### src/pkg/kpi_pkg.sv
// package for the pin event unit: widths, reset values, carrier types
// assumes nothing beyond a synthesizable SystemVerilog tool flow
package kpi_pkg;

  // ----------------------------------------------------------------
  // sizes and reset values
  // ----------------------------------------------------------------
  localparam int          KPI_NUM_PINS  = 8;
  localparam logic [7:0]  KPI_PE_RST    = 8'h00;
  localparam logic [7:0]  KPI_POL_RST   = 8'h00;
  localparam logic        KPI_BIT_RST   = 1'b0;
  localparam logic        KPI_MODE_EDGE = 1'b0;
  localparam logic        KPI_MODE_LVL  = 1'b1;
  localparam logic        KPI_POL_LOW   = 1'b0;

  // ----------------------------------------------------------------
  // carriers
  // ----------------------------------------------------------------
  typedef struct packed {
    logic [KPI_NUM_PINS-1:0] pin_enable_bit;
    logic [KPI_NUM_PINS-1:0] polarity_select_bit;
    logic                    detect_mode_bit;
    logic                    irq_enable_bit;
  } kpi_cfg_t;

  typedef struct packed {
    logic event_flag;
    logic irq;
    logic wake;
  } kpi_stat_t;

endpackage : kpi_pkg

### src/kpi_sense.sv
// per-pin sense stage: normalise polarity, mask, find edges
// assumes pins are synchronous to ref_clk
`timescale 1ns/1ps
`default_nettype none
module kpi_sense #(
  parameter int N = kpi_pkg::KPI_NUM_PINS
) (
  // clock and reset
  input  wire logic         ref_clk,
  input  wire logic         srst,
  // pins and settings
  input  wire logic [N-1:0] pins,
  input  wire logic [N-1:0] enable,
  input  wire logic [N-1:0] polarity,
  // results
  output logic      [N-1:0] asserted,
  output logic      [N-1:0] edge_seen
);
  import kpi_pkg::*;

  logic [N-1:0] prev_reg;

  genvar g;
  generate
    for (g = 0; g < N; g++) begin : g_pin
      // 0 = low asserted, 1 = high asserted
      assign asserted[g] = enable[g] & (pins[g] ^ (polarity[g] == KPI_POL_LOW));
      // deasserted last cycle, asserted this cycle
      assign edge_seen[g] = asserted[g] & ~prev_reg[g];
    end
  endgenerate

  // ----------------------------------------------------------------
  // history; reset treats every pin as asserted so no edge is pending
  // ----------------------------------------------------------------
  always_ff @(posedge ref_clk) begin
    if (srst) begin
      prev_reg <= '1;
    end else begin
      prev_reg <= asserted;
    end
  end

endmodule : kpi_sense
`default_nettype wire

### src/kpi_flag.sv
// sticky event flag with acknowledge and level-mode clear guard
// assumes acknowledge is a one-cycle pulse on ref_clk
`timescale 1ns/1ps
`default_nettype none
module kpi_flag (
  // clock and reset
  input  wire logic ref_clk,
  input  wire logic srst,
  // causes
  input  wire logic set_evt,
  input  wire logic ack,
  input  wire logic any_asserted,
  input  wire logic level_mode,
  // state
  output logic      flag
);
  import kpi_pkg::*;

  logic flag_reg;
  logic flag_next;
  wire  clear_ok = ack & ~(level_mode & any_asserted);

  // set wins over clear
  assign flag_next = set_evt | (flag_reg & ~clear_ok);
  assign flag      = flag_reg;

  always_ff @(posedge ref_clk) begin
    if (srst) begin
      flag_reg <= KPI_BIT_RST;
    end else begin
      flag_reg <= flag_next;
    end
  end

endmodule : kpi_flag
`default_nettype wire

### src/kpi_pin_event_unit.sv
// pin event unit top: eight pin interrupt detector with sticky flag
// assumes settings are plain ports driven synchronously to ref_clk
`timescale 1ns/1ps
`default_nettype none
module kpi_pin_event_unit #(
  parameter int N = kpi_pkg::KPI_NUM_PINS
) (
  // clock and reset
  input  wire logic             ref_clk,
  input  wire logic             srst,
  // pins
  input  wire logic [N-1:0]     pins,
  // settings, all loaded by the one write strobe cfg_we with data, plus the flag acknowledge
  input  wire logic             cfg_we,
  input  wire logic [N-1:0]     pin_enable_bit,
  input  wire logic [N-1:0]     polarity_select_bit,
  input  wire logic             detect_mode_bit,
  input  wire logic             irq_enable_bit,
  input  wire logic             flag_ack_bit,
  // state
  output logic      [N-1:0]     pin_enable_q,
  output logic      [N-1:0]     polarity_q,
  output logic                  detect_mode_q,
  output logic                  irq_enable_q,
  output logic                  event_flag,
  output logic                  irq,
  output logic                  wake
);
  import kpi_pkg::*;

  // ----------------------------------------------------------------
  // helpers
  // ----------------------------------------------------------------
  // mode decode for the set path and the clear guard
  function automatic logic kpi_is_level(input logic mode);
    return mode == KPI_MODE_LVL;
  endfunction : kpi_is_level

  localparam kpi_cfg_t KPI_CFG_RST = '{
    pin_enable_bit:      KPI_PE_RST,
    polarity_select_bit: KPI_POL_RST,
    detect_mode_bit:     KPI_MODE_EDGE,
    irq_enable_bit:      KPI_BIT_RST
  };

  localparam kpi_stat_t KPI_STAT_RST = '{
    event_flag: KPI_BIT_RST,
    irq:        KPI_BIT_RST,
    wake:       KPI_BIT_RST
  };

  // ----------------------------------------------------------------
  // settings
  // ----------------------------------------------------------------
  kpi_cfg_t     cfg_wr;
  kpi_cfg_t     cfg_reg;
  kpi_cfg_t     cfg_next;
  logic [N-1:0] pe_reg;
  logic [N-1:0] pol_reg;
  logic         mode_reg;
  logic         ie_reg;

  assign cfg_wr.pin_enable_bit      = KPI_NUM_PINS'(pin_enable_bit);
  assign cfg_wr.polarity_select_bit = KPI_NUM_PINS'(polarity_select_bit);
  assign cfg_wr.detect_mode_bit     = detect_mode_bit;
  assign cfg_wr.irq_enable_bit      = irq_enable_bit;
  assign cfg_next                   = cfg_we ? cfg_wr : cfg_reg;

  assign pe_reg   = cfg_reg.pin_enable_bit[N-1:0];
  assign pol_reg  = cfg_reg.polarity_select_bit[N-1:0];
  assign mode_reg = cfg_reg.detect_mode_bit;
  assign ie_reg   = cfg_reg.irq_enable_bit;

  always_ff @(posedge ref_clk) begin
    if (srst) begin
      cfg_reg <= KPI_CFG_RST;
    end else begin
      cfg_reg <= cfg_next;
    end
  end

  // ----------------------------------------------------------------
  // detection
  // ----------------------------------------------------------------
  logic [N-1:0] asserted;
  logic [N-1:0] edge_seen;
  logic         armed_reg;
  logic         flag;

  kpi_sense #(.N(N)) u_sense (
    .ref_clk   (ref_clk),
    .srst      (srst),
    .pins      (pins),
    .enable    (pe_reg),
    .polarity  (pol_reg),
    .asserted  (asserted),
    .edge_seen (edge_seen)
  );

  wire any_asserted = |asserted;
  wire any_edge     = armed_reg & (|edge_seen);
  wire level_mode   = kpi_is_level(mode_reg);
  wire set_evt      = any_edge | (level_mode & any_asserted);

  // lockout until every enabled pin is deasserted again
  always_ff @(posedge ref_clk) begin
    if (srst) begin
      armed_reg <= KPI_BIT_RST;
    end else if (!any_asserted) begin
      armed_reg <= 1'b1;
    end else if (any_edge) begin
      armed_reg <= 1'b0;
    end
  end

  kpi_flag u_flag (
    .ref_clk      (ref_clk),
    .srst         (srst),
    .set_evt      (set_evt),
    .ack          (flag_ack_bit),
    .any_asserted (any_asserted),
    .level_mode   (level_mode),
    .flag         (flag)
  );

  // ----------------------------------------------------------------
  // outputs, all registered
  // ----------------------------------------------------------------
  kpi_stat_t stat_next;
  kpi_stat_t stat_reg;

  assign stat_next.event_flag = flag;
  assign stat_next.irq        = flag & ie_reg;
  assign stat_next.wake       = flag & ie_reg;

  always_ff @(posedge ref_clk) begin
    if (srst) begin
      pin_enable_q  <= KPI_PE_RST[N-1:0];
      polarity_q    <= KPI_POL_RST[N-1:0];
      detect_mode_q <= KPI_MODE_EDGE;
      irq_enable_q  <= KPI_BIT_RST;
      stat_reg      <= KPI_STAT_RST;
    end else begin
      pin_enable_q  <= pe_reg;
      polarity_q    <= pol_reg;
      detect_mode_q <= mode_reg;
      irq_enable_q  <= ie_reg;
      stat_reg      <= stat_next;
    end
  end

  assign event_flag = stat_reg.event_flag;
  assign irq        = stat_reg.irq;
  assign wake       = stat_reg.wake;

endmodule : kpi_pin_event_unit
`default_nettype wire

### config.mk
export PLATFORM = sky130hd
export DESIGN_NAME = kpi_pin_event_unit
export DESIGN_NICKNAME = d
export VERILOG_FILES = /design/src/pkg/kpi_pkg.sv /design/src/kpi_sense.sv /design/src/kpi_flag.sv /design/src/kpi_pin_event_unit.sv
export SDC_FILE = /design/constraint.sdc
export NUM_CORES = 1
export LEC_CHECK = 0
export ABC_AREA = 1
export BUFFER_PORTS_ARGS = -buffer_cell sky130_fd_sc_hd__buf_2
export CAP_MARGIN = 10
export CORE_MARGIN = 10
export CORE_UTILIZATION = 50
export CTS_BUF_LIST = sky130_fd_sc_hd__clkbuf_8
export DETAILED_ROUTE_END_ITERATION = 6
export GPL_TIMING_DRIVEN = 0
export MAX_ROUTING_LAYER = met4
export PLACE_DENSITY = 0.78
export SETUP_SLACK_MARGIN = 0.1
export SLEW_MARGIN = 20
export SYNTH_ARGS = -nofsm -noshare
export SYNTH_HDL_FRONTEND = slang
export SYNTH_SLANG_ARGS = --single-unit
### constraint.sdc
create_clock -name ref_clk -period 2.61 [get_ports ref_clk]
set_input_delay 0.1305 -clock ref_clk [delete_from_list [all_inputs] [get_ports ref_clk]]
set_output_delay 0.1305 -clock ref_clk [all_outputs]
set_load 0.05 [all_outputs]
After elaboration in Yosys (flattened, before gate mapping). Cells that the tools add are included.

$add $sub $neg: 0. Multiply operators: 0. Div/mod/pow operators: 0. Magnitude comparators: 0. Eq/ne operators: 1. Shift operators: 0. Multiplexer cells: 2. Bitwise logic cells: 49. Reductions and logical operators: 2.

Operators with widths (count): $and 1x1->1 (21); $not 1->1 (18); $reduce_or 8->1 (2); $xor 1x1->1 (8); $mux 1 (2); $ne 2x2->1 const B (1); $or 1x1->1 (2).

Register bits: 48. Bits in latches: 0. Memory bits (writable): 0. ROM bits: 0. Output and inout bits: 21. Word-level logic and storage cells: 67. Memories kept: 0.

Depth between registers and ports, before layout. Gate-level depths: netlist (run 1).

Depth after elaboration: 10. Gate-level depth with buffers: 8. Mapped depth without buffers: 8.

Cells and area by module. A second synthesis (run 1) with hierarchy kept.

Cells, all modules: 219. Area, all modules: 1880.6 um^2.

By module, submodules not included: kpi_pin_event_unit (times used 1, cells an instance 140, area an instance 1362.6 um^2, seq. area each 780.7 um^2); kpi_sense (times used 1, cells an instance 73, area an instance 474.2 um^2, seq. area each 160.2 um^2); kpi_flag (times used 1, cells an instance 6, area an instance 43.8 um^2, seq. area each 20.0 um^2).

Worst setup path before layout (run 1). No wires, ideal clock.

Kind: flip-flop to output port. From: register stat_reg (netlist bit wake). To: output wake. Arrival time: 894 ps. Required time: 2480 ps. Path slack: 1585 ps. Stages on the path, launching flop included: 2. Buffers on the path: 1. Cells stage by stage: dfxtp_1 > buf_4.

RTL lines: start: declaration (line kpi_pin_event_unit.sv:130) `kpi_stat_t stat_reg;`; start signal: assignment (line kpi_pin_event_unit.sv:148) `stat_reg <= stat_next;`; end: declaration (line kpi_pin_event_unit.sv:27) `output logic wake`.

No word-level cell between the ends.

Worst setup path in the final report (run 1).
From: register cfg_reg (netlist bit pol_reg[5]). To: register u_flag.flag_reg, in the netlist u_flag.flag.

Word-level cells in the longest chain between the ends: 10. Elaborated cells between the ends (all ways): 14. Classes of those cells: bitwise (12); reduce/logical (2).

RTL lines: start: declaration (line kpi_pin_event_unit.sv:56) `kpi_cfg_t cfg_reg;`; start signal: assignment (line kpi_pin_event_unit.sv:78) `cfg_reg <= cfg_next;`; $not 1->1 * (line kpi_sense.sv:27) `assign asserted[g] = enable[g] & (pins[g] ^ (polarity[g] == KPI_POL_LOW));`; $xor 1x1->1 * (line kpi_sense.sv:27); $and 1x1->1 * (line kpi_sense.sv:27); $reduce_or 8->1 (line kpi_pin_event_unit.sv:100) `wire any_asserted = |asserted;`; $and 1x1->1 (line kpi_flag.sv:21, kpi_pin_event_unit.sv:103); $not 1->1 (line kpi_flag.sv:21) `wire clear_ok = ack & ~(level_mode & any_asserted);`; $and 1x1->1 (line kpi_flag.sv:21); $not 1->1 (line kpi_flag.sv:24) `assign flag_next = set_evt | (flag_reg & ~clear_ok);`; $and 1x1->1 (line kpi_flag.sv:24); $or 1x1->1 * (line kpi_flag.sv:24); end signal: assignment (line kpi_flag.sv:31) `flag_reg <= flag_next;`; end: declaration (line kpi_flag.sv:19) `logic flag_reg;`.

Mark *: on every way between the ends. The rest lies on a longest branch, timed or not. A chain may end at the register's enable or synchronous reset.

==> results of run 1 <==
## kinds of logic (layout without fill, tap and decap cells)
family | count (synthesis) | in the layout | synth area share, %
AO/OA/AOI/OAI | 40 | 40 | 12.57
AND/OR/NAND/NOR | 75 | 75 | 20.01
flip-flops | 48 | 48 | 57.14
buffers and inverters | 44 | 101 | 10.27
## layout make-up
cell class / instances / share of cell area (%)
sequential: 48 / 46.55
multi-input combinational: 115 / 26.55
timing repair buffer: 50 / 12.12
inverter: 36 / 6.545
clock buffer: 5 / 3.333
tap: 44 / 2.667
buffer: 8 / 1.818
clock inverter: 2 / 0.4242
## cells in the mapped netlist, types with 2 or more instances
cell type	n	area share, %
dfxtp_1	48	57
clkbuf_1	4	0.89
nor2_1	22	4.9
nand2_1	28	6.2
inv_1	26	5.8
nand2_2	6	2.2
buf_2	3	0.89
nand3_1	8	2.4
a21oi_1	19	5.7
a21oi_2	2	1.0
o21ai_0	17	5.1
nor2_2	2	0.74
nand4_1	7	2.6
inv_2	9	2.0
## routing by layer
layer,global-route usage [%],routed length (um),vias up
met3,4.378,256,5
met2,21.48,1727,35
met4,7.527,68,0
li1,-,-,759
met5,-,0,-
met1,13.02,1622,624
## final timing paths
check | start | end | slack [ns] | cells past startpoint
max | pol_reg[5] | u_flag.flag | 1.49 | 8
min | srst | u_flag.flag | 0.05 | 2
max reg2reg | pol_reg[5] | u_flag.flag | 1.49 | 8
min reg2reg | pol_reg[3] | polarity_q[3] | 0.45 | 2
## report_power, final
part           switching (uW)  total (uW)  internal [uW]  leakage [uW]
sequential               19.5         799            779      0.000398
combinational             142         208           66.1      0.000622
clock                     225         403            178     0.0000452
total                     386        1410           1020       0.00106
## worst max-delay path: stages, from the launching register on
cell,delay [ns]
dfxtp_1,0.32
inv_2,0.07
nand2_2,0.05
nand3_1,0.11
nand2_1,0.07
nor2_1,0.11
nand2_1,0.10
a21oi_2,0.14
a21oi_2,0.05
## placed cells by master (no fill, tap or decap), types with 5 or more instances in the layout
cell and instances:
a21oi_1 19, buf_2 53, clkbuf_8 5, dfxtp_1 48, inv_1 27, inv_2 9, nand2_1 28, nand2_2 6
nand3_1 8, nand4_1 7, nor2_1 22, o21ai_0 17
## per-stage QoR
stage,std cells,hold WS (ns),cell area (um^2),power (uW),setup slack [ns]
final,308,0.04530,2064,1410,1.488
after detailed placement,301,0.3563,1987,1026,1.486
after floorplan,207,0.1929,1682,962.2,1.585
after global routing,308,0.05673,2064,1480,1.376
after CTS,308,0.04415,2064,1423,1.468
after global placement,301,0.3580,1987,1020,1.515
==> results_dict.tcl, run 1 <==
set metrics [dict create \
    num_io_pins 51 \
    ys_ff_latch 48 \
    slew_headroom_pct 64.66 \
    tns_ns 0 \
    power_per_cell_area_nw_per_um2 683.1 \
    clk_latency_ns 0.29 \
    hpwlAfterDp_mm 2.787 \
    clkTransAtPathRegs_ns 0.08 \
    first_global_vias 1448 \
    worstSetupPathType "flop to flop" \
    setup_viol 0 \
    seqCellArea_um2 960.9 \
    antenna_found_initial 0 \
    ys.flop_type "dfxtp_1" \
    syn-num-nets 237 \
    startpoint_type "flop" \
    vias 1423 \
    yosys_warnings 0 \
    htree_levels 2 \
    layout.nets 294 \
    cp-end-kind "flop" \
    synth_cells 207 \
    utilization_pct 66.00 \
    io_buffer_count 50 \
    irDropWorstVdd_mv 0.3730 \
    synthArstFlopShare_pct 0 \
    yosysSeqAreaShare_pct 57.14 \
    path_max_fanout 3 \
    rows 20 \
    wl_per_cell_um 11.93 \
    drt_iter0_drc 67 \
    outcome "finished clean" \
    antenna_cells 0 \
    drc 0 \
    die_h_um 78.00 \
    grt_max_degree 14 \
    grt_usage_pct 12.93 \
    place_congestion 0.7944 \
    ant_nets 0 \
    syn_avg_cell_area_um2 8.124 \
    grt_overflow 0 \
    cts_tree "yes" \
    min_path_type "primary input to flop" \
    die_area_um2 6083 \
    cts_buffers 5 \
    core_um2 3128 \
    critPathRequiredTime_ns 2.80 \
    rsz0062_at_grt "no" \
    max_freq_ghz 0.8916 \
    cts_setup_buffers 0 \
    synth_edf_count 0 \
    initial_core_util_pct 53.76 \
    vias_per_cell 4.620 \
    num-fill-cells 274 \
    max_cap_viol_count 0 \
    cts_root_buf "clkbuf_8" \
    die_w_um 78.00 \
    hold_viol_final 0 \
    routed_wirelength_mm 3.675 \
    worst_pin_slew_ns 0.5301 \
    p_leak_uw 0.001065 \
    post_cts_resized 0 \
    grt_pass1_wl_mm 6.175 \
    cp_data_arrival_time_ns 1.31 \
    min_period_ns 1.122 \
    syn_area_um2 1682 \
    cts_hold_buf 0 \
    clockBufferDepth 2 \
    ys_types 20 \
    multi_input_area_um2 548.0 \
    skew_ns 0.007780 \
    maxSlewViolCount 0 \
    min_period_over_period_pct 42.97 \
    syn_to_final_growth_pct 22.77 \
    firstDrtPassIters 4 \
    cts.sinks 48 \
    drive_gt1_share_pct 30.68 \
]
No activity file was read; power rests on OpenSTA's default activity.
==> run 2, diff against run 1 <==
--- a/config.mk
+++ b/config.mk
@@ -9,12 +9,12 @@
 export BUFFER_PORTS_ARGS = -buffer_cell sky130_fd_sc_hd__buf_2
 export CAP_MARGIN = 10
 export CORE_MARGIN = 10
-export CORE_UTILIZATION = 50
+export CORE_UTILIZATION = 47
 export CTS_BUF_LIST = sky130_fd_sc_hd__clkbuf_8
 export DETAILED_ROUTE_END_ITERATION = 6
 export GPL_TIMING_DRIVEN = 0
 export MAX_ROUTING_LAYER = met4
-export PLACE_DENSITY = 0.78
+export PLACE_DENSITY = 0.77
 export SETUP_SLACK_MARGIN = 0.1
 export SLEW_MARGIN = 20
 export SYNTH_ARGS = -nofsm -noshare
==> constraint.sdc (replaced) <==
create_clock -name ref_clk -period 0.95 [get_ports ref_clk]
set_input_delay 0.0475 -clock ref_clk [delete_from_list [all_inputs] [get_ports ref_clk]]
set_output_delay 0.0475 -clock ref_clk [all_outputs]
set_load 0.05 [all_outputs]
==> results_dict.tcl, run 2 (synthesis gave the netlist of run 1 again) <==
set metrics [dict create \
    initial_core_util_pct 49.61 \
    min_path_type "primary input to flop" \
    io_buffer_count 50 \
    pre_cts_slack_ns -0.1435 \
    cts_root_buf "clkbuf_8" \
    clkTransAtPathRegs_ns 0.08 \
    cts_buffers 5 \
    wl_per_cell_um 13.27 \
    place_area_um2 2041 \
    slew_headroom_pct 63.34 \
    layout.nets 298 \
    power_per_cell_area_nw_per_um2 1747 \
    path_max_fanout 2 \
    die_area_um2 6370 \
    cts.sinks 48 \
    violations "setup timing" \
    rows 21 \
    clockBufferDepth 2 \
    fin_ws_ns -0.1239 \
    hpwlAfterDp_mm 2.830 \
    hold_viol_final 0 \
    max_freq_ghz 0.9312 \
    worst-path-buf-inv 1 \
    grt_max_degree 14 \
    outcome "finished with violations" \
    num_io_pins 51 \
    maxSlewViolCount 0 \
    routed_wirelength_mm 4.181 \
    grt_overflow 0 \
    startpoint_type "flop" \
    cp_slowest_stage_delay_ns 0.33 \
    layout_commonest_cell "buf_2" \
    rsz0062_at_grt "yes" \
    htree_levels 2 \
    first_global_vias 1489 \
    drive_gt1_share_pct 44.61 \
    slowest_stage "dfxtp_2" \
    vias_per_cell 4.670 \
    die_w_um 79.82 \
    die_h_um 79.82 \
    firstDrtPassIters 4 \
    critPathRequiredTime_ns 1.15 \
    worst_pin_slew_ns 0.5499 \
    drc 0 \
    cts_tree "yes" \
    min_period_over_period_pct 113.0 \
    critical_path.cell_chain "inv_2, nand2_2, nand3_2, nand2_1, nor2_1, nand2_1, a21oi_2, a21oi_2" \
    p_leak_uw 0.001137 \
    critPathTopFamily "simple AND/OR/NAND/NOR gates" \
    ant_nets 0 \
    mostFrequentLayoutCells "buf_2 (32), inv_1 (28), dfxtp_2 (25), nand2_1 (24), dfxtp_1 (23)" \
    irDropWorstVdd_mv 1.227 \
    syn_to_final_growth_pct 40.18 \
    fin_area_um2 2357 \
    cp_data_arrival_time_ns 1.28 \
    drt_iter0_drc 85 \
    tns_ns -0.1961 \
    setup_viol 2 \
    min_period_ns 1.074 \
    clk_latency_ns 0.30 \
    cp-end-kind "flop" \
    max_cap_viol_count 0 \
    power_uw 4117 \
    worstSetupPathType "flop to flop" \
    antenna_found_initial 0 \
    core_um2 3390 \
    vias 1471 \
    grt_pass1_wl_mm 6.713 \
    num-fill-cells 269 \
    grt_usage_pct 13.84 \
    place_congestion 0.7729 \
    antenna_cells 0 \
    skew_ns 0.003750 \
]
-- run 2: cell count changes in the layout (fill, tap and decap cells not counted), moves of 2 or more --
cell / previous run / this run
buf_2: 53 / 32
nand2_1: 28 / 24
nand2_2: 6 / 10
dfxtp_2: 0 / 25
buf_8: 0 / 9
buf_6: 0 / 13
nand3_2: 1 / 8
dfxtp_1: 48 / 23
buf_4: 1 / 3
nand3_1: 8 / 1
-- run 2: path summary, 6_finish.rpt --
kind / start / to / slack [ns] / depth (start not counted)
max: pol_reg[4] / u_flag.flag / -0.12 / 8
min: polarity_select_bit[6] / pol_reg[6] / 0.007 / 3
max reg2reg: pol_reg[4] / u_flag.flag / -0.12 / 8
min reg2reg: ie_reg / irq_enable_q / 0.45 / 2
-- run 2: worst min-delay path, stage by stage --
cell     delay (ns)
buf_2          0.07
o21ai_1        0.05
a21oi_1        0.10
-- run 2: per-stage QoR --
| stage | utilization, % | instances | hold WS, ns |
|---|---|---|---|
| 2_1_floorplan | - | 207 | 0.1099 |
| 3_3_place_gp | 60.21 | 303 | 0.2767 |
| 3_5_place_dp | 60.21 | 303 | 0.2729 |
| 4_1_cts | 68.22 | 315 | 0.005942 |
| 5_1_grt | 69.55 | 315 | 0.02105 |
| 6_report | 69.55 | 315 | 0.006911 |
-- run 2: layout make-up --
type	count	area [um^2]	share of cell area (%)
sequential	48	992.2	42.09
multi-input combinational	115	593.1	25.16
timing repair buffer	54	447.9	19.00
inverter	36	135.1	5.733
clock buffer	6	82.58	3.503
tap	46	57.56	2.442
buffer	8	41.29	1.752
clock inverter	2	7.507	0.3185
-- run 2: what timing repair did --
action                     in CTS  in global routing
setup buffers                   3                  0
pin swaps                       4                  0
gates resized for setup        50                 22
hold buffers                    1                  0
hold endpoints to repair        2                  0
setup endpoints to repair      23                 21
-- run 2: where the power goes --
part / switching (uW) / internal, uW / total (uW)
logic: 413 / 263 / 676
clock network: 645 / 573 / 1220
registers: 71.0 / 2150 / 2220
-- run 2: layer usage --
metal / GRT usage [%] / wire length (um) / vias up
met2: 23.79 / 2136 / 36
met4: 4.225 / 54 / 0
li1: - / - / 770
met1: 13.94 / 1696 / 659
met5: - / 0 / -
met3: 5.968 / 294 / 6
==> run 3, diff against run 2 <==
--- a/config.mk
+++ b/config.mk
@@ -6,15 +6,15 @@
 export NUM_CORES = 1
 export LEC_CHECK = 0
 export ABC_AREA = 1
-export BUFFER_PORTS_ARGS = -buffer_cell sky130_fd_sc_hd__buf_2
 export CAP_MARGIN = 10
 export CORE_MARGIN = 10
-export CORE_UTILIZATION = 47
+export CORE_UTILIZATION = 50
 export CTS_BUF_LIST = sky130_fd_sc_hd__clkbuf_8
 export DETAILED_ROUTE_END_ITERATION = 6
+export DONT_BUFFER_PORTS = 1
 export GPL_TIMING_DRIVEN = 0
 export MAX_ROUTING_LAYER = met4
-export PLACE_DENSITY = 0.77
+export PLACE_DENSITY = 0.68
 export SETUP_SLACK_MARGIN = 0.1
 export SLEW_MARGIN = 20
 export SYNTH_ARGS = -nofsm -noshare
==> results_dict.tcl, run 3 (synthesis gave the netlist of run 1 again) <==
set metrics [dict create \
    syn_to_final_growth_pct 31.03 \
    grt_pass1_wl_mm 6.403 \
    drc 0 \
    num-fill-cells 265 \
    drive_gt1_share_pct 31.09 \
    outcome "finished with violations" \
    htree_levels 2 \
    pre_cts_slack_ns -0.1336 \
    routed_wirelength_mm 4.073 \
    power_uw 3963 \
    startpoint_type "flop" \
    slowest_stage "dfxtp_2" \
    worstReg2RegEnd "u_flag.flag" \
    io_buffer_count 0 \
    violations "hold timing, setup timing" \
    cts_root_buf "clkbuf_8" \
    critPathTopFamily "simple AND/OR/NAND/NOR gates" \
    worst_pin_slew_ns 0.5617 \
    vias_per_cell 4.865 \
    grt_usage_pct 13.77 \
    rows 20 \
    hpwlAfterDp_mm 2.839 \
    worst-path-buf-inv 1 \
    skew_ns 0.002832 \
    power_per_cell_area_nw_per_um2 1799 \
    cp_slowest_stage_delay_ns 0.33 \
    die_h_um 78.00 \
    clkTransAtPathRegs_ns 0.08 \
    wl_per_cell_um 14.44 \
    antenna_cells 0 \
    cp-end-kind "flop" \
    place_congestion 0.7837 \
    min_period_over_period_pct 117.2 \
    firstDrtPassIters 4 \
    max_cap_viol_count 0 \
    die_w_um 78.00 \
    layout.nets 267 \
    clockBufferDepth 2 \
    critPathRequiredTime_ns 1.19 \
    critical_path.cell_chain "nand2_1, nand3_4, buf_6, o21ai_2, nor2_2, nand2_2, nand2_2, a21oi_2" \
    r2r_start "pol_reg[1]" \
    setup_viol 3 \
    whs_endpoint "u_flag.flag" \
    cts_buffers 5 \
    ant_nets 0 \
    fin_cells 282 \
    path_max_fanout 3 \
    vias 1372 \
    clk_latency_ns 0.30 \
    min_path_type "primary input to flop" \
    mostFrequentLayoutCells "inv_1 (28), nand2_1 (22), dfxtp_1 (22), nor2_1 (21)" \
    dp.cells 251 \
    rsz0062_at_grt "yes" \
    grt_max_degree 14 \
    irDropWorstVdd_mv 1.166 \
    maxSlewViolCount 0 \
    hp-start "srst" \
    path_common_cell "nand2_2" \
    grt_overflow 0 \
    utilization_pct 70.44 \
    hold_viol_final 10 \
    cp_data_arrival_time_ns 1.35 \
    antenna_found_initial 0 \
    max_freq_ghz 0.8978 \
    num_io_pins 51 \
    holdWs_ns -0.1984 \
    min_period_ns 1.114 \
    slew_headroom_pct 62.55 \
    layout_commonest_cell "inv_1" \
    fin_ws_ns -0.1638 \
    cts_tree "yes" \
    die_area_um2 6083 \
    core_um2 3128 \
    cts.sinks 48 \
    rrSetupSlack_ns -0.16 \
    drt_iter0_drc 78 \
    worstSetupPathType "flop to flop" \
    min_delay_path_depth 1 \
    p_leak_uw 0.0009740 \
    initial_core_util_pct 53.76 \
    ff2ff_path_depth 8 \
    first_global_vias 1418 \
]
[run 3: cell count changes in the layout (fill, tap and decap cells not counted), moves of 2 or more]
cell,delta
buf_2,-29
buf_6,-12
buf_8,-8
dfxtp_2,-19
dfxtp_4,+20
dlygate4sd3_1,+19
nand2_1,-2
nand2_2,+2
[run 3: how the worst max path moves through the flow]
stage | cells after the start | slack, ns | start | end
after detailed placement | 8 | -0.13 | pol_reg[3] | u_flag.flag
after floorplan | 8 | -0.03 | pol_reg[7] | u_flag.flag
final | 8 | -0.16 | pol_reg[1] | u_flag.flag
after global placement | 8 | -0.11 | pol_reg[3] | u_flag.flag
after global routing | 8 | -0.25 | pol_reg[1] | u_flag.flag
after CTS | 8 | -0.15 | pol_reg[1] | u_flag.flag
[run 3: through the flow]
stage          area [um^2]  setup TNS, ns
2_1_floorplan         1733       -0.02830
3_3_place_gp          1788        -0.1328
3_5_place_dp          1788        -0.2287
4_1_cts               2120        -0.3007
5_1_grt               2203        -0.5070
6_report              2203        -0.3220
[run 3: per-layer routing]
layer | global-route usage, % | wire, um | share of wire [%] | vias up
met4 | 6.452 | 44 | 1.1 | 0
met3 | 5.530 | 338 | 8.3 | 5
li1 | - | - | - | 709
met5 | - | 0 | 0 | -
met2 | 24.05 | 2090 | 51 | 41
met1 | 12.98 | 1599 | 39 | 617
[run 3: layout make-up]
cell class | count | area [um^2] | share of cell area, %
plain buffers | 8 | 45.04 | 2.044
clock buffers | 6 | 82.58 | 3.748
clock inverters | 2 | 7.507 | 0.3407
inverters | 36 | 135.1 | 6.133
multi-input cells | 115 | 608.1 | 27.60
flip-flops and latches | 48 | 1044 | 47.36
well taps | 44 | 55.05 | 2.499
repair buffers | 23 | 226.5 | 10.28
[run 3: what timing repair did]
action                     CTS  global route
hold buffers                18             3
gates resized for setup     25            23
setup endpoints to repair   23            22
hold endpoints to repair    27            13
pin swaps                    5             6
setup buffers                3             0
[run 3: power breakdown]
| group | internal [uW] | leakage, uW | switching [uW] |
|---|---|---|---|
| clock | 572 | 0.0000538 | 615 |
| combinational | 194 | 0.000507 | 250 |
| sequential | 2120 | 0.000414 | 210 |
[run 3: worst reg2reg max path, delay by kind of cell (launching register included)]
| family | cells | cell delay (ns) |
|---|---|---|
| flops | 1 | 0.33 |
| simple gates | 5 | 0.36 |
| compound gates | 2 | 0.25 |
| buf+inv | 1 | 0.12 |
